===== src/rtl/smic_pkg.sv =====
package smic_pkg;
  // register offsets inside the peripheral control block
  localparam logic [7:0] OFF_VECTOR = 8'h20;
  localparam logic [7:0] OFF_EOI = 8'h22;
  localparam logic [7:0] OFF_MASK = 8'h28;
  localparam logic [7:0] OFF_THRESH = 8'h2a;
  localparam logic [7:0] OFF_INSERV = 8'h2c;
  localparam logic [7:0] OFF_REQUEST = 8'h2e;
  localparam logic [7:0] OFF_STATUS = 8'h30;
  localparam logic [7:0] OFF_CTL_T0 = 8'h32;
  localparam logic [7:0] OFF_CTL_D0 = 8'h34;
  localparam logic [7:0] OFF_CTL_D1 = 8'h36;
  localparam logic [7:0] OFF_CTL_T1 = 8'h38;
  localparam logic [7:0] OFF_CTL_T2 = 8'h3a;
  localparam logic [7:0] OFF_RELOC = 8'hfe;
  // source bit positions in in-service, request and mask words
  localparam int SRC_T0 = 0;
  localparam int SRC_D0 = 2;
  localparam int SRC_D1 = 3;
  localparam int SRC_T1 = 4;
  localparam int SRC_T2 = 5;
  localparam int NSRC = 6;
  localparam logic [5:0] SRC_USED = 6'h3d;
  // field positions
  localparam int CTL_MSK_BIT = 3;
  localparam int RELOC_SLAVE_BIT = 14;
  localparam int VEC_HI_LSB = 3;
  // reset values
  localparam logic [2:0] PR_LOWEST = 3'h7;
  localparam logic [2:0] THRESH_RST = 3'h7;
  localparam logic [4:0] VEC_RST = 5'h00;
endpackage


===== src/rtl/smic_top.sv =====
`timescale 1ns/10ps
// Function
// forward master interrupt to cpu, raise request to master when pending
// external decoder asserts slave select when our cascade address appears
// vector transferred internally, external ready ends the acknowledge
// acknowledge output suited to drive the master's acknowledge input
// on acknowledge, only equal or higher priority levels remain enabled
// vector is five programmed upper bits plus three priority level bits
// upper vector bits live in the vector register at offset 20h
// writing a level to offset 22h clears in-service bit of that level
// end-of-interrupt register is write-only, each write is a command
// in-service register read/write, dma bits 2,3, timer bits 0,4,5
// in-service bit set when the processor acknowledges that source
// request bit set by source event, cleared by acknowledge
// only the two dma request bits are software writable
// set mask bit blocks source; one flop shared by mask and control
// each timer and dma channel has control word: priority and mask
// threshold register masks all priorities lower than its value
// status register as in master operation, dma halt not present
// reset: priorities 111, in-service and requests cleared
// reset: masks set, threshold 111, master operation
// relocation bit 14 selects slave operation
// priority code 000 is highest, 111 lowest
// timer request bits in status register, setting one raises request
// software gives unique priorities and sets up before enabling
module smic_top
  import smic_pkg::*;
(
  // clock and reset
  input wire logic mclk,
  input wire logic rst,
  // peripheral control block access
  input wire logic [7:0] reg_addr,
  input wire logic reg_wr,
  input wire logic reg_rd,
  input wire logic [15:0] reg_wdata,
  output logic [15:0] reg_rdata,
  // internal sources, one-cycle pulses
  input wire logic [2:0] timer_evt,
  input wire logic [1:0] dma_evt,
  // cascade interface to the external master
  input wire logic cpu_irq_input,
  input wire logic slave_select,
  input wire logic cpu_ack,
  input wire logic ack_ready,
  output logic cpu_int,
  output logic slave_irq,
  output logic slave_ack_out_n,
  // vector handed to the cpu
  output logic [7:0] vector,
  output logic vector_valid
);

  // -------------------------------------------------------------------
  // state
  // -------------------------------------------------------------------
  logic [2:0] pr_ff [NSRC];
  logic [5:0] msk_ff;
  logic [5:0] isr_ff;
  logic [1:0] dreq_ff;
  logic [2:0] treq_ff;
  logic [2:0] thresh_ff;
  logic [4:0] vec_hi_ff;
  logic slave_mode_ff;
  logic ack_d_ff;
  logic busy_ff;
  logic [15:0] rdata_ff;
  logic irq_ff;
  logic int_ff;
  logic ack_n_ff;
  logic [7:0] vector_ff;
  logic vvalid_ff;

  // -------------------------------------------------------------------
  // decode
  // -------------------------------------------------------------------
  wire wr_vec = reg_wr && reg_addr == OFF_VECTOR;
  wire wr_eoi = reg_wr && reg_addr == OFF_EOI;
  wire wr_mask = reg_wr && reg_addr == OFF_MASK;
  wire wr_thr = reg_wr && reg_addr == OFF_THRESH;
  wire wr_isr = reg_wr && reg_addr == OFF_INSERV;
  wire wr_req = reg_wr && reg_addr == OFF_REQUEST;
  wire wr_stat = reg_wr && reg_addr == OFF_STATUS;
  wire wr_rel = reg_wr && reg_addr == OFF_RELOC;
  logic [7:0] ctl_off [NSRC];
  assign ctl_off[0] = OFF_CTL_T0;
  assign ctl_off[1] = 8'h00;
  assign ctl_off[2] = OFF_CTL_D0;
  assign ctl_off[3] = OFF_CTL_D1;
  assign ctl_off[4] = OFF_CTL_T1;
  assign ctl_off[5] = OFF_CTL_T2;

  // request word in in-service layout; each timer has its own bit here
  wire [5:0] req_vec = {treq_ff[2], treq_ff[1], dreq_ff[1], dreq_ff[0],
                        1'b0, treq_ff[0]};
  // acknowledge is taken on the rising edge of cpu_ack with select set
  wire ack_edge = cpu_ack && !ack_d_ff;
  wire take_ack = ack_edge && slave_select && slave_mode_ff && !busy_ff;

  // -------------------------------------------------------------------
  // priority resolution
  // -------------------------------------------------------------------
  logic [2:0] ceil_pr;
  logic [5:0] elig;
  logic any_pend;
  logic [2:0] win_idx;
  logic [2:0] win_pr;
  // nesting ceiling from in-service levels
  always_comb
  begin
    ceil_pr = PR_LOWEST;
    for (int i = 0; i < NSRC; i++)
      if (SRC_USED[i] && isr_ff[i] && pr_ff[i] < ceil_pr)
        ceil_pr = pr_ff[i];
  end
  // mask and threshold gating; equal level may nest
  always_comb
  begin
    for (int i = 0; i < NSRC; i++)
      elig[i] = SRC_USED[i] && req_vec[i] && !msk_ff[i] &&
                pr_ff[i] <= thresh_ff && pr_ff[i] <= ceil_pr;
  end
  // lowest code wins; ties go to the lower bit, software avoids them
  always_comb
  begin
    any_pend = 1'b0;
    win_idx = 3'h0;
    win_pr = PR_LOWEST;
    for (int i = 0; i < NSRC; i++)
      if (elig[i] && (!any_pend || pr_ff[i] < win_pr))
      begin
        any_pend = 1'b1;
        win_idx = 3'(i);
        win_pr = pr_ff[i];
      end
  end
  wire [5:0] ack_hit = take_ack && any_pend ? 6'(6'h01 << win_idx) : 6'h00;

  // -------------------------------------------------------------------
  // in-service bits
  // -------------------------------------------------------------------
  logic [5:0] eoi_hit;
  // end of interrupt matches level against each source priority
  always_comb
  begin
    for (int i = 0; i < NSRC; i++)
      eoi_hit[i] = wr_eoi && pr_ff[i] == reg_wdata[2:0];
  end
  // write, eoi clear, acknowledge set; set wins
  wire [5:0] nxt_isr = ((wr_isr ? reg_wdata[5:0] : isr_ff) & ~eoi_hit
                        | ack_hit) & SRC_USED;
  always_ff @(posedge mclk)
  begin
    if (rst)
      isr_ff <= 6'h00;
    else
      isr_ff <= nxt_isr;
  end

  // -------------------------------------------------------------------
  // requests
  // -------------------------------------------------------------------
  // dma bits writable; event beats write and acknowledge
  wire [1:0] nxt_dreq = ((wr_req ? {reg_wdata[SRC_D1], reg_wdata[SRC_D0]}
                          : dreq_ff) & ~{ack_hit[SRC_D1], ack_hit[SRC_D0]})
                        | dma_evt;
  // timer bits written through status, cleared on acknowledge
  wire [2:0] nxt_treq = ((wr_stat ? reg_wdata[2:0] : treq_ff) &
                         ~{ack_hit[SRC_T2], ack_hit[SRC_T1], ack_hit[SRC_T0]})
                        | timer_evt;
  always_ff @(posedge mclk)
  begin
    if (rst)
    begin
      dreq_ff <= 2'h0;
      treq_ff <= 3'h0;
    end
    else
    begin
      dreq_ff <= nxt_dreq;
      treq_ff <= nxt_treq;
    end
  end

  // -------------------------------------------------------------------
  // control words and masks
  // -------------------------------------------------------------------
  // one mask flop written by mask word or control word
  genvar g;
  generate
    for (g = 0; g < NSRC; g++)
    begin : g_src
      wire wr_ctl = reg_wr && reg_addr == ctl_off[g] && SRC_USED[g];
      always_ff @(posedge mclk)
      begin
        // lowest priority and masked after reset
        if (rst)
        begin
          pr_ff[g] <= PR_LOWEST;
          msk_ff[g] <= 1'b1;
        end
        else if (wr_ctl)
        begin
          pr_ff[g] <= reg_wdata[2:0];
          msk_ff[g] <= reg_wdata[CTL_MSK_BIT];
        end
        else if (wr_mask)
          msk_ff[g] <= reg_wdata[g] || !SRC_USED[g];
      end
    end
  endgenerate

  // vector base, threshold and mode select
  always_ff @(posedge mclk)
  begin
    if (rst)
    begin
      vec_hi_ff <= VEC_RST;
      thresh_ff <= THRESH_RST;
      slave_mode_ff <= 1'b0;
    end
    else
    begin
      if (wr_vec)
        vec_hi_ff <= reg_wdata[7:VEC_HI_LSB];
      if (wr_thr)
        thresh_ff <= reg_wdata[2:0];
      if (wr_rel)
        slave_mode_ff <= reg_wdata[RELOC_SLAVE_BIT];
    end
  end

  // -------------------------------------------------------------------
  // read mux
  // -------------------------------------------------------------------
  logic [15:0] rd_mux;
  // end of interrupt reads back as zero, like unmapped offsets
  always_comb
  begin
    rd_mux = 16'h0000;
    for (int i = 0; i < NSRC; i++)
      if (SRC_USED[i] && reg_addr == ctl_off[i])
        rd_mux = {12'h000, msk_ff[i], pr_ff[i]};
    unique case (reg_addr)
      OFF_VECTOR: rd_mux = {8'h00, vec_hi_ff, 3'h0};
      OFF_MASK: rd_mux = {10'h000, msk_ff & SRC_USED};
      OFF_THRESH: rd_mux = {13'h0000, thresh_ff};
      OFF_INSERV: rd_mux = {10'h000, isr_ff};
      OFF_REQUEST: rd_mux = {10'h000, req_vec};
      // status holds only timer bits, halt bit reads zero
      OFF_STATUS: rd_mux = {13'h0000, treq_ff};
      OFF_RELOC: rd_mux = 16'(slave_mode_ff) << RELOC_SLAVE_BIT;
      default: ;
    endcase
  end
  always_ff @(posedge mclk)
  begin
    if (rst)
      rdata_ff <= 16'h0000;
    else if (reg_rd)
      rdata_ff <= rd_mux;
  end

  // -------------------------------------------------------------------
  // cascade handshake
  // -------------------------------------------------------------------
  // request, acknowledge and vector toward master and cpu
  // select is decoded outside, taken as given here
  always_ff @(posedge mclk)
  begin
    if (rst)
    begin
      ack_d_ff <= 1'b0;
      busy_ff <= 1'b0;
      irq_ff <= 1'b0;
      int_ff <= 1'b0;
      ack_n_ff <= 1'b1;
      vector_ff <= 8'h00;
      vvalid_ff <= 1'b0;
    end
    else
    begin
      ack_d_ff <= cpu_ack;
      int_ff <= cpu_irq_input;
      // drop the request on the acknowledge edge so it never overlaps busy
      irq_ff <= slave_mode_ff && any_pend && !busy_ff && !take_ack;
      ack_n_ff <= !(cpu_ack && slave_mode_ff);
      // vector held until external ready closes the cycle
      if (take_ack)
      begin
        busy_ff <= 1'b1;
        vvalid_ff <= 1'b1;
        vector_ff <= {vec_hi_ff, win_pr};
      end
      else if (busy_ff && ack_ready)
      begin
        busy_ff <= 1'b0;
        vvalid_ff <= 1'b0;
      end
    end
  end

  assign reg_rdata = rdata_ff;
  assign cpu_int = int_ff;
  assign slave_irq = irq_ff;
  assign slave_ack_out_n = ack_n_ff;
  assign vector = vector_ff;
  assign vector_valid = vvalid_ff;

endmodule


===== config.mk =====
export PLATFORM = sky130hd
export DESIGN_NAME = smic_top
export DESIGN_NICKNAME = d
export VERILOG_FILES = /design/src/rtl/smic_pkg.sv /design/src/rtl/smic_top.sv
export SDC_FILE = /design/constraint.sdc
export NUM_CORES = 1
export LEC_CHECK = 0
export BUFFER_PORTS_ARGS = -buffer_cell sky130_fd_sc_hd__buf_4
export CORE_ASPECT_RATIO = 0.6
export CORE_MARGIN = 2
export CORE_UTILIZATION = 51
export DETAILED_ROUTE_END_ITERATION = 8
export GPL_TIMING_DRIVEN = 0
export PLACE_DENSITY_LB_ADDON = 0.1
export REMOVE_ABC_BUFFERS = 1
export SLEW_MARGIN = 20
export SYNTH_ARGS = -nofsm -noshare
export SYNTH_HDL_FRONTEND = slang
export SYNTH_SLANG_ARGS = --single-unit

===== constraint.sdc =====
create_clock -name mclk -period 18 [get_ports mclk]
set_input_delay 1.8 -clock mclk [delete_from_list [all_inputs] [get_ports mclk]]
set_output_delay 1.8 -clock mclk [all_outputs]
set_load 0.02 [all_outputs]

==> impl_metrics.csv, run 1 <==
group,metric,value,unit
worst_setup_path,cp.depth,45,
synthesis,async_flop_share,0,%
place,place_congestion,0.9357,
synthesis,synth-seq-cells,61,
worst_setup_path,arrival,11.61,ns
worst_setup_path,rrSetupSlack,6.61,ns
worst_setup_path,critPathMostFrequentCell,"a21oi_1",
place,placed_area,5230,sq um
timing,period_share,63.29,%
place,hpwlAfterDp,11.91,mm
clock_network,path_clk_slew,0.05,ns
pwr,peakVddDrop,0.00005618,V
global_route,use_met3,8.311,%
synthesis,synth_edf_count,15,
global_route,grt_pass1_vias,4220,
floorplanning,io_pins,65,
timing,slew_viol_final,0,
timing,finalSetupViolations,0,
timing,post-route-min-period,11.39,ns
clock_network,clk_path_buf_depth,2,
cells_and_area,final_cell_mix,"nand2_1 (76), a21oi_1 (51), buf_4 (50)",
worst_setup_path,worstPathMaxFanout,12,
global_route,top_usage_layer,"met1",
worst_setup_path,path_buf_inv,3,
floorplanning,die_height,79.60,um
global_route,grt_pass1_wl,24.09,mm
synthesis,ys_warn_count,0,
worst_setup_path,critPathLaunchType,"flip-flop",
synthesis,syn_area_per_cell,8.109,sq um
global_route,grt_usage,31.22,%
synthesis,synthFlopType,"dfxtp_1",
worst_setup_path,cp_slowest_stage_delay,0.67,ns
pwr,leakage,2.230,nW
worst_setup_path,critPathSlowestCell,"edfxtp_1",
clock_network,tritoncts.num_buffers,9,
global_route,grt-ovfl-total,0,
detailed_routing,drt-total-wl,15.84,mm
pwr,power.density,66.53,nW/um^2
detailed_routing,detail_route.first_pass.iterations,5,
timing,hold_viol,0,
floorplanning,coreArea,9223,sq um
detailed_routing,drtIter0Drc,680,
place,pre_cts_ws,6.952,ns
worst_hold_path,hold_path.class,"flip-flop to flip-flop",
clock_network,insertion_delay,0.33,ns
synthesis,synthCells,599,
worst_setup_path,cp-end-kind,"flip-flop",
run_status,status,"finished, final reports clean",
global_route,grt_max_degree,34,
worst_setup_path,crit_family,"compound AO/OA/AOI/OAI gates",
clock_network,htreeDepth,3,
worst_setup_path,required,18.22,ns
clock_network,clkSinkCount,61,
cells_and_area,syn2layout_area_growth,13.70,%
global_route,grtUsageMet1,49.54,%
global_route,antenna_found_initial,0,
floorplanning,start_util,52.67,%
floorplanning,num_rows,27,
timing,rsz0062_at_grt,"false",
detailed_routing,ant_nets,0,
detailed_routing,drc,0,
cells_and_area,drive_above_1_share,15.64,%
detailed_routing,wl_per_cell,20.76,um
clock_network,postCtsSetupBuffers,0,
cells_and_area,n_antenna_cell,0,
synthesis,seq_area_frac_synth,28.23,%
run,drv_cap,0,
global_route,grtUsageMet2,41.41,%
timing,tightest_slew,1.007,ns
worst_hold_path,hold_depth,2,
clock_network,hold_buffers,0,
synthesis,netlist_area,4857,sq um
floorplanning,die_w,130.0,um
synthesis,synth_cell_types,80,
clock_network,cts_tree,"yes",
timing,timing.setup.tns,0,ns
worst_setup_path,crit_type,"flip-flop to flip-flop",
cells_and_area,fin_nets,692,
timing,fin_ws,6.609,ns
timing,fmax,87.79,MHz
clock_network,cts_resized,0,
floorplanning,die_area,10350,sq um
timing,finClkSkew,0.003507,ns
worst_setup_path,reg2reg_depth,45,
cells_and_area,final_common_cell,"nand2_1",
place,io_buffer_count,50,
clock_network,cts_root_buffer,"clkbuf_16",
detailed_routing,vias,4914,
detailed_routing,viasPerCell,6.440,
timing,slew_headroom,32.34,%
cells_and_area,finalInstanceArea,5523,sq um
## sequential cells by signal (all words and copies together) (netlist names), 2 cells and up
name,cells
dreq_ff,2
thresh_ff,3
vec_hi_ff,5
msk_ff,5
reg_rdata,9
vector,8
treq_ff,3
pr_ff,15
isr_ff,5
## cells in the mapped netlist (all sizes together) (14+ instances only)
cell | n | area (sq um)
a21oi | 51 | 255.2
buf | 17 | 108.8
clkbuf | 21 | 78.83
dfxtp | 46 | 920.9
edfxtp | 15 | 450.4
ha | 27 | 337.8
inv | 29 | 108.9
mux2i | 20 | 200.2
nand2 | 76 | 285.3
nand3 | 29 | 155.2
nor2 | 40 | 152.6
nor2b | 14 | 87.58
o21ai | 26 | 141.4
xnor2 | 14 | 122.6
## worst min-delay path, stage by stage (launching register included)
cell     delay (ns)
dfxtp_1        0.30
nand2_1        0.05
a21oi_1        0.05
## stage by stage
| stage | cells | hold slack [ns] | power (W) | util (%) |
|---|---|---|---|---|
| 2_1_floorplan | 567 | 0.4044 | 0.0001760 | - |
| 3_3_place_gp | 747 | 0.4379 | 0.0001958 | 56.71 |
| 3_5_place_dp | 747 | 0.4471 | 0.0001976 | 56.71 |
| 4_1_cts | 763 | 0.4541 | 0.0003670 | 59.88 |
| 5_1_grt | 763 | 0.4671 | 0.0003777 | 59.88 |
| 6_report | 763 | 0.4525 | 0.0003674 | 59.88 |
## power breakdown
group	internal [W]	total (W)	switching (W)
sequential	0.000144	0.000152	0.00000797
clock	0.000110	0.000171	0.0000615
combinational	0.0000179	0.0000441	0.0000262
## routing by layer
metal / share of wire, % / vias up
met1: 47 / 2339
li1: - / 2253
met4: 0.72 / 0
met5: 0 / -
met2: 40 / 305
met3: 13 / 17
## cell type report
cell class | count | area, sq um
fillers | 839 | 3700
multi-input cells | 477 | 3212
flip-flops and latches | 61 | 1371
repair buffers | 50 | 375.4
clock buffers | 11 | 242.7
well taps | 130 | 162.7
inverters | 29 | 108.9
clock inverters | 5 | 50.05
## final timing paths
kind                                                 from                      to
worst min-delay path               vector[7]$_SDFFE_PP0P_  vector[7]$_SDFFE_PP0P_
worst min register to register     vector[7]$_SDFFE_PP0P_  vector[7]$_SDFFE_PP0P_
worst max-delay path            pr_ff[1][2]$_SDFFCE_PN1P_   dreq_ff[1]$_SDFF_PP0_
worst max register to register  pr_ff[1][2]$_SDFFCE_PN1P_   dreq_ff[1]$_SDFF_PP0_
## cells by family (layout without fill, tap and decap cells)
| logic type | Yosys count | in the layout | share of synthesized area, % |
|---|---|---|---|
| simple gates | 219 | 219 | 22.39 |
| fa+ha+maj | 30 | 30 | 7.573 |
| flops | 61 | 61 | 28.23 |
| compound gates | 180 | 180 | 27.36 |
| buf+inv | 67 | 95 | 6.105 |
| mux | 27 | 27 | 5.745 |
| xor+xnor | 14 | 14 | 2.525 |
| other cells | 1 | 7 | 0.07721 |
(Power assumes the default switching activity.)
==> run 2: changes to the inputs <==
- clock period: 18 -> 11.5 ns (I/O delays scaled with it)
==> run 2 against run 1 <==
Compared with the run above:
- largest cell class unchanged
- clock skew barely moved
- flip-flop and latch count unchanged
- maximum frequency increased by 5.6%
- routed wire length is 2.2% higher
- register-to-register slack got worse by 5.9 ns
- critical path type unchanged
- critical endpoint unchanged
- total power is 58% higher
- critical path depth did not move
==> impl_metrics.csv, run 2 (synthesis gave the netlist of run 1 again) <==
group,metric,value,unit
run_status,status,"finished, final reports clean",
floorplanning,die_height,79.60,um
cells_and_area,layout.cells.non_filler,779,
cells_and_area,regArea,1371,sq um
timing,tightest_slew,1.038,ns
global_route,grt_pass1_vias,4220,
cells_and_area,top_register,"pr_ff",
floorplanning,start_util,52.67,%
worst_setup_path,cp-startpoint,"pr_ff[1][1]$_SDFFCE_PN1P_",
worst_setup_path,reg2reg_depth,45,
clock_network,tritoncts.num_buffers,9,
detailed_routing,drtIter0Drc,661,
timing,slew_viol_final,0,
timing,finClkSkew,0.003673,ns
cells_and_area,syn2layout_area_growth,16.31,%
timing,timing.setup.tns,0,ns
place,io_buffer_count,50,
worst_setup_path,cp-end-kind,"flip-flop",
worst_setup_path,required,11.72,ns
cells_and_area,largest_reg_flops,15,
detailed_routing,viasPerCell,6.367,
place,hpwlAfterDp,11.91,mm
worst_setup_path,cp_slowest_stage_delay,0.55,ns
detailed_routing,ant_nets,0,
global_route,grt_pass1_wl,24.09,mm
worst_setup_path,critPathLaunchType,"flip-flop",
cells_and_area,n_antenna_cell,0,
timing,post-route-min-period,10.79,ns
global_route,grt_usage,31.22,%
cells_and_area,fin_nets,708,
detailed_routing,wl_per_cell,20.78,um
worst_hold_path,hold_path.class,"flip-flop to flip-flop",
clock_network,cts_root_buffer,"clkbuf_16",
clock_network,htreeDepth,3,
timing,rsz0062_at_grt,"false",
timing,whs,0.4534,ns
cells_and_area,multiInputGateArea,3218,sq um
worst_setup_path,critPathMostFrequentCell,"a21oi_1",
clock_network,hold_buffers,0,
worst_setup_path,r2r-start,"pr_ff[1][1]$_SDFFCE_PN1P_",
pwr,peakVddDrop,0.00008784,V
pwr,leakage,2.305,nW
floorplanning,num_rows,27,
place,place_congestion,0.9357,
floorplanning,die_area,10350,sq um
worst_setup_path,arrival,11.01,ns
cells_and_area,fill_cells,835,
global_route,antenna_found_initial,0,
clock_network,path_clk_slew,0.05,ns
clock_network,clk_path_buf_depth,2,
pwr,power.density,102.6,nW/um^2
detailed_routing,drt-total-wl,16.19,mm
place,pre_cts_ws,0.4521,ns
pwr,p_total,0.0005797,W
timing,hold_viol,0,
cells_and_area,final_common_cell,"nand2_1",
global_route,grt-ovfl-total,0,
worst_hold_path,hold_depth,2,
clock_network,clkSinkCount,61,
worst_setup_path,critPathSlowestCell,"edfxtp_1",
cells_and_area,final_cell_mix,"nand2_1 (76), buf_4 (65), a21oi_1 (51)",
clock_network,cts_tree,"yes",
floorplanning,coreArea,9223,sq um
global_route,grt_max_degree,34,
floorplanning,die_w,130.0,um
timing,finalSetupViolations,0,
worst_setup_path,crit_type,"flip-flop to flip-flop",
cells_and_area,drive_above_1_share,18.03,%
timing,fmax,92.71,MHz
worst_setup_path,worstPathMaxFanout,10,
timing,period_share,93.80,%
timing,fin_ws,0.7136,ns
detailed_routing,vias,4960,
clock_network,insertion_delay,0.33,ns
run,drv_cap,0,
place,dp_cells,747,
floorplanning,io_pins,65,
detailed_routing,drc,0,
detailed_routing,detail_route.first_pass.iterations,5,
timing,slew_headroom,30.27,%
worst_hold_path,min_from,"vector[7]$_SDFFE_PP0P_",
run 2: cell count changes in the layout (fill, tap and decap cells not counted), sizes merged:
cell,change
clkbuf,+1
buf,+15
run 2: worst paths after layout:
path	slack, ns	to
max reg2reg	0.71	dreq_ff[1]$_SDFF_PP0_
max	0.71	dreq_ff[1]$_SDFF_PP0_
min reg2reg	0.45	vector[7]$_SDFFE_PP0P_
min	0.45	vector[7]$_SDFFE_PP0P_
run 2: final cells by class:
type	instances	area share, %
multi-input cells	477	56.97
well taps	130	2.879
clock buffers	11	4.297
repair buffers	66	8.771
clock inverters	5	0.8859
flip-flops and latches	61	24.27
inverters	29	1.927
run 2: per-layer routing:
layer / vias up / part of all wire, % / global-route usage [%] / wire length, um
met1: 2353 / 47 / 49.54 / 7643
met3: 16 / 13 / 8.311 / 2075
li1: 2288 / - / - / -
met5: - / 0 / 0 / 0
met4: 0 / 0.81 / 5.806 / 131
met2: 303 / 39 / 41.41 / 6342
run 2: stage by stage:
step	area [sq um]	util [%]
detailed placement	5230	56.71
global route	5649	61.25
finish	5649	61.25
CTS	5523	59.88
floorplan	4692	-
global placement	5230	56.71
run 2: worst max-delay path: cells and delay by family, from the launching register on:
kind,cells,cell delay [ns]
buffers and inverters,3,0.29
AND/OR/NAND/NOR,14,2.80
AO/OA/AOI/OAI,20,4.63
multiplexers,2,0.64
flip-flops,1,0.55
adder cells (fa/ha/maj),6,1.78
run 2: report_power, final:
group / internal [W] / total (W) / switching, W
logic: 0.0000311 / 0.0000750 / 0.0000439
registers: 0.000226 / 0.000236 / 0.0000108
clock network: 0.000172 / 0.000268 / 0.0000966
total: 0.000428 / 0.000580 / 0.000151
run 2: what timing repair did:
action / CTS / global route
hold endpoints to repair: 0 / 0
setup endpoints to repair: 0 / 13
setup buffers: 0 / 16
gates resized for setup: 0 / 3
==> run 3: changes to the inputs <==
- ABC_AREA: not set -> 1
==> run 3 against run 2 <==
Compared with the run above:
- critical path depth increased by 16
- worst setup slack gained 2.6 ns
- area after synthesis down 8.0%
- via count down 8.1%
- flip-flop and latch count unchanged
- combinational power shrank 24%
- clock power is 7.5% higher
- hold slack lost 0.0025 ns
- final area shrank 7.5%
- synthesized cell count up 7.8%
- largest power group unchanged
==> impl_metrics.csv, run 3 <==
group,metric,value,unit
global_route,grt_max_degree,39,
worst_setup_path,rrSetupSlack,3.26,ns
pwr,power.density,111.0,nW/um^2
cells_and_area,n_antenna_cell,0,
synthesis,synthCells,646,
cells_and_area,layout.cells.non_filler,810,
clock_network,postCtsSetupBuffers,0,
cells_and_area,drive_above_1_share,15.04,%
global_route,grt_pass1_wl,21.96,mm
timing,timing.setup.tns,0,ns
synthesis,ys_warn_count,0,
pwr,p_seq_share,40.4,%
timing,finClkSkew,0.009907,ns
cells_and_area,largest_reg_flops,15,
clock_network,cts_root_buffer,"clkbuf_16",
global_route,antenna_found_initial,0,
synthesis,yosys-mux-area-fraction,0,%
worst_setup_path,arrival,8.51,ns
synthesis,ys_top_cells_by_area,"dfxtp_1 (21%), nand2_1 (12%), edfxtp_1 (10%)",
detailed_routing,drt-total-wl,14.17,mm
clock_network,path_clk_slew,0.05,ns
worst_setup_path,crit_type,"flip-flop to flip-flop",
cells_and_area,fin_nets,757,
pwr,pwr-share-comb,9.8,%
synthesis,synth_edf_count,15,
worst_setup_path,critPathSlowestCell,"o21ai_0",
timing,rsz0062_at_grt,"false",
floorplanning,io_pins,65,
synthesis,synth_compound_area_share,17.33,%
place,io_buffer_count,50,
synthesis,synthSimpleGateAreaFrac,30.99,%
cells_and_area,syn2layout_area_growth,16.91,%
pwr,leakage,2.439,nW
worst_setup_path,r2r-start,"pr_ff[0][1]$_SDFFCE_PN1P_",
clock_network,cts_resized,0,
worst_setup_path,cp_slowest_stage_delay,0.60,ns
floorplanning,die_area,9553,sq um
cells_and_area,fill_cells,838,
timing,finalSetupViolations,0,
global_route,grt_pass1_vias,4048,
synthesis,synth_top_area_share,20.60,%
detailed_routing,viasPerCell,5.625,
clock_network,insertion_delay,0.34,ns
clock_network,hold_buffers,0,
synthesis,async_flop_share,0,%
pwr,peakVddDrop,0.00006395,V
synthesis,netlist_area,4469,sq um
synthesis,syn_area_per_cell,6.918,sq um
synthesis,synthTopCellsByCount,"nand2_1 (146), inv_1 (86), nor2_1 (69)",
run,drv_cap,0,
worst_hold_path,hold_path.class,"flip-flop to flip-flop",
run_status,status,"finished, final reports clean",
synthesis,synth_cell_types,44,
timing,fmax,121.4,MHz
synthesis,seq_area_frac_synth,30.68,%
clock_network,tritoncts.num_buffers,9,
timing,post-route-min-period,8.235,ns
timing,hold_viol,0,
synthesis,synth-seq-cells,61,
pwr,power.internal,0.0004316,W
synthesis,yosys.area.top_type,"dfxtp_1",
floorplanning,coreArea,8523,sq um
clock_network,clkSinkCount,61,
timing,tightest_slew,0.7447,ns
clock_network,cts_tree,"yes",
synthesis,synth_fa_ha_area_share,8.007,%
detailed_routing,ant_nets,0,
worst_setup_path,reg2reg_depth,61,
cells_and_area,finalInstanceArea,5225,sq um
timing,slew_headroom,49.83,%
place,placed_area,4906,sq um
cells_and_area,top_register,"pr_ff",
worst_setup_path,critPathLaunchType,"flip-flop",
worst_setup_path,critPathMostFrequentCell,"nand2_1",
detailed_routing,drc,0,
timing,fin_ws,3.265,ns
detailed_routing,detail_route.first_pass.iterations,5,
global_route,grt-ovfl-total,0,
pwr,pwr-share-clk,49.7,%
worst_setup_path,regToRegEndpoint,"treq_ff[0]$_SDFF_PP0_",
global_route,grt_usage,29.73,%
worst_setup_path,cp-end-kind,"flip-flop",
pwr,p_sw,0.0001483,W
clock_network,clk_path_buf_depth,2,
place,hpwlAfterDp,11.27,mm
synthesis,post-synth-top-count-cell,"nand2_1",
synthesis,synthFlopType,"dfxtp_1",
timing,whs,0.4508,ns
timing,slew_viol_final,0,
detailed_routing,wl_per_cell,17.50,um
cells_and_area,final_cell_mix,"nand2_1 (146), inv_1 (86), nor2_1 (69)",
worst_setup_path,required,11.77,ns
clock_network,htreeDepth,3,
timing,period_share,71.61,%
floorplanning,die_w,124.9,um
place,place_congestion,0.9752,
detailed_routing,vias,4556,
worst_setup_path,worstPathMaxFanout,10,
worst_setup_path,cp-startpoint,"pr_ff[0][1]$_SDFFCE_PN1P_",
place,dp_cells,794,
floorplanning,start_util,52.44,%
floorplanning,die_height,76.51,um
floorplanning,num_rows,26,
place,pre_cts_ws,3.373,ns
pwr,switching_share,25.57,%
worst_setup_path,endpoint,"treq_ff[0]$_SDFF_PP0_",
cells_and_area,final_common_cell,"nand2_1",
synthesis,synth_top_family_by_area,"simple AND/OR/NAND/NOR gates",
detailed_routing,drtIter0Drc,433,
synthesis,synth_xor_area_share,3.331,%
run 3: changes by cell type after synthesis, sizes merged, moves of 13 or more:
cell	change
mux2i	-20
nor2b	-14
inv	+58
nor2	+30
xor2	+14
o21ai	+15
nand2	+91
nand2b	-13
a31oi	-13
run 3: layout make-up:
type	count	area (sq um)	share of cell area (%)
Clock buffer	11	264.0	5.053
Clock inverter	5	55.05	1.054
Inverter	87	326.6	6.250
Multi-Input combinational cell	484	2693	51.53
Sequential cell	61	1371	26.25
Tap cell	112	140.1	2.682
Timing Repair Buffer	50	375.4	7.184
run 3: per-layer routing:
layer	vias up	part of all wire, %	track usage, %
li1	2244	-	-
met1	2065	48	45.13
met2	236	40	40.77
met3	11	12	10.39
met4	0	0.67	4.889
met5	-	0	0
run 3: how the worst min path moves through the flow:
stage	slack (ns)	endpoint	depth (start not counted)	start
after floorplan	0.40	slave_ack_out_n$_SDFF_PP1_	1	slave_mode_ff$_SDFFE_PP0P_
after global placement	0.44	vector[1]$_SDFFE_PP0P_	2	vector[1]$_SDFFE_PP0P_
after detailed placement	0.45	vector[1]$_SDFFE_PP0P_	2	vector[1]$_SDFFE_PP0P_
after CTS	0.45	vector[1]$_SDFFE_PP0P_	2	vector[1]$_SDFFE_PP0P_
after global routing	0.48	vector[1]$_SDFFE_PP0P_	2	vector[1]$_SDFFE_PP0P_
final	0.45	vector[1]$_SDFFE_PP0P_	2	vector[1]$_SDFFE_PP0P_
run 3: critical path: cells and delay by family (launching register included):
kind | cells | cell delay (ns)
fa+ha+maj | 5 | 1.53
simple gates | 43 | 3.76
compound gates | 9 | 2.02
buf+inv | 4 | 0.38
flops | 1 | 0.51
run 3: kinds of logic (layout without fill, tap and decap cells):
group / after synthesis / after routing
flip-flops: 61 / 61
other: 1 / 7
XOR/XNOR: 17 / 17
adder cells (fa/ha/maj): 29 / 29
buffers and inverters: 107 / 153
AO/OA/AOI/OAI: 127 / 127
AND/OR/NAND/NOR: 304 / 304
run 3: per-stage QoR:
stage                     util [%]  power (W)
after global routing         61.30  0.0005985
after floorplan                  -  0.0002667
after detailed placement     57.56  0.0002943
after CTS                    61.30  0.0005806
after global placement       57.56  0.0002924
final                        61.30  0.0005799
run 3: power groups by stage:
| stage | sequential (W) | clock [W] | combinational [W] |
|---|---|---|---|
| floorplan | 0.000235 | 0 | 0.0000316 |
| detailed placement | 0.000238 | 0 | 0.0000559 |
| global placement | 0.000238 | 0 | 0.0000542 |
| CTS | 0.000234 | 0.000290 | 0.0000562 |
| global route | 0.000235 | 0.000301 | 0.0000628 |
| finish | 0.000234 | 0.000288 | 0.0000571 |
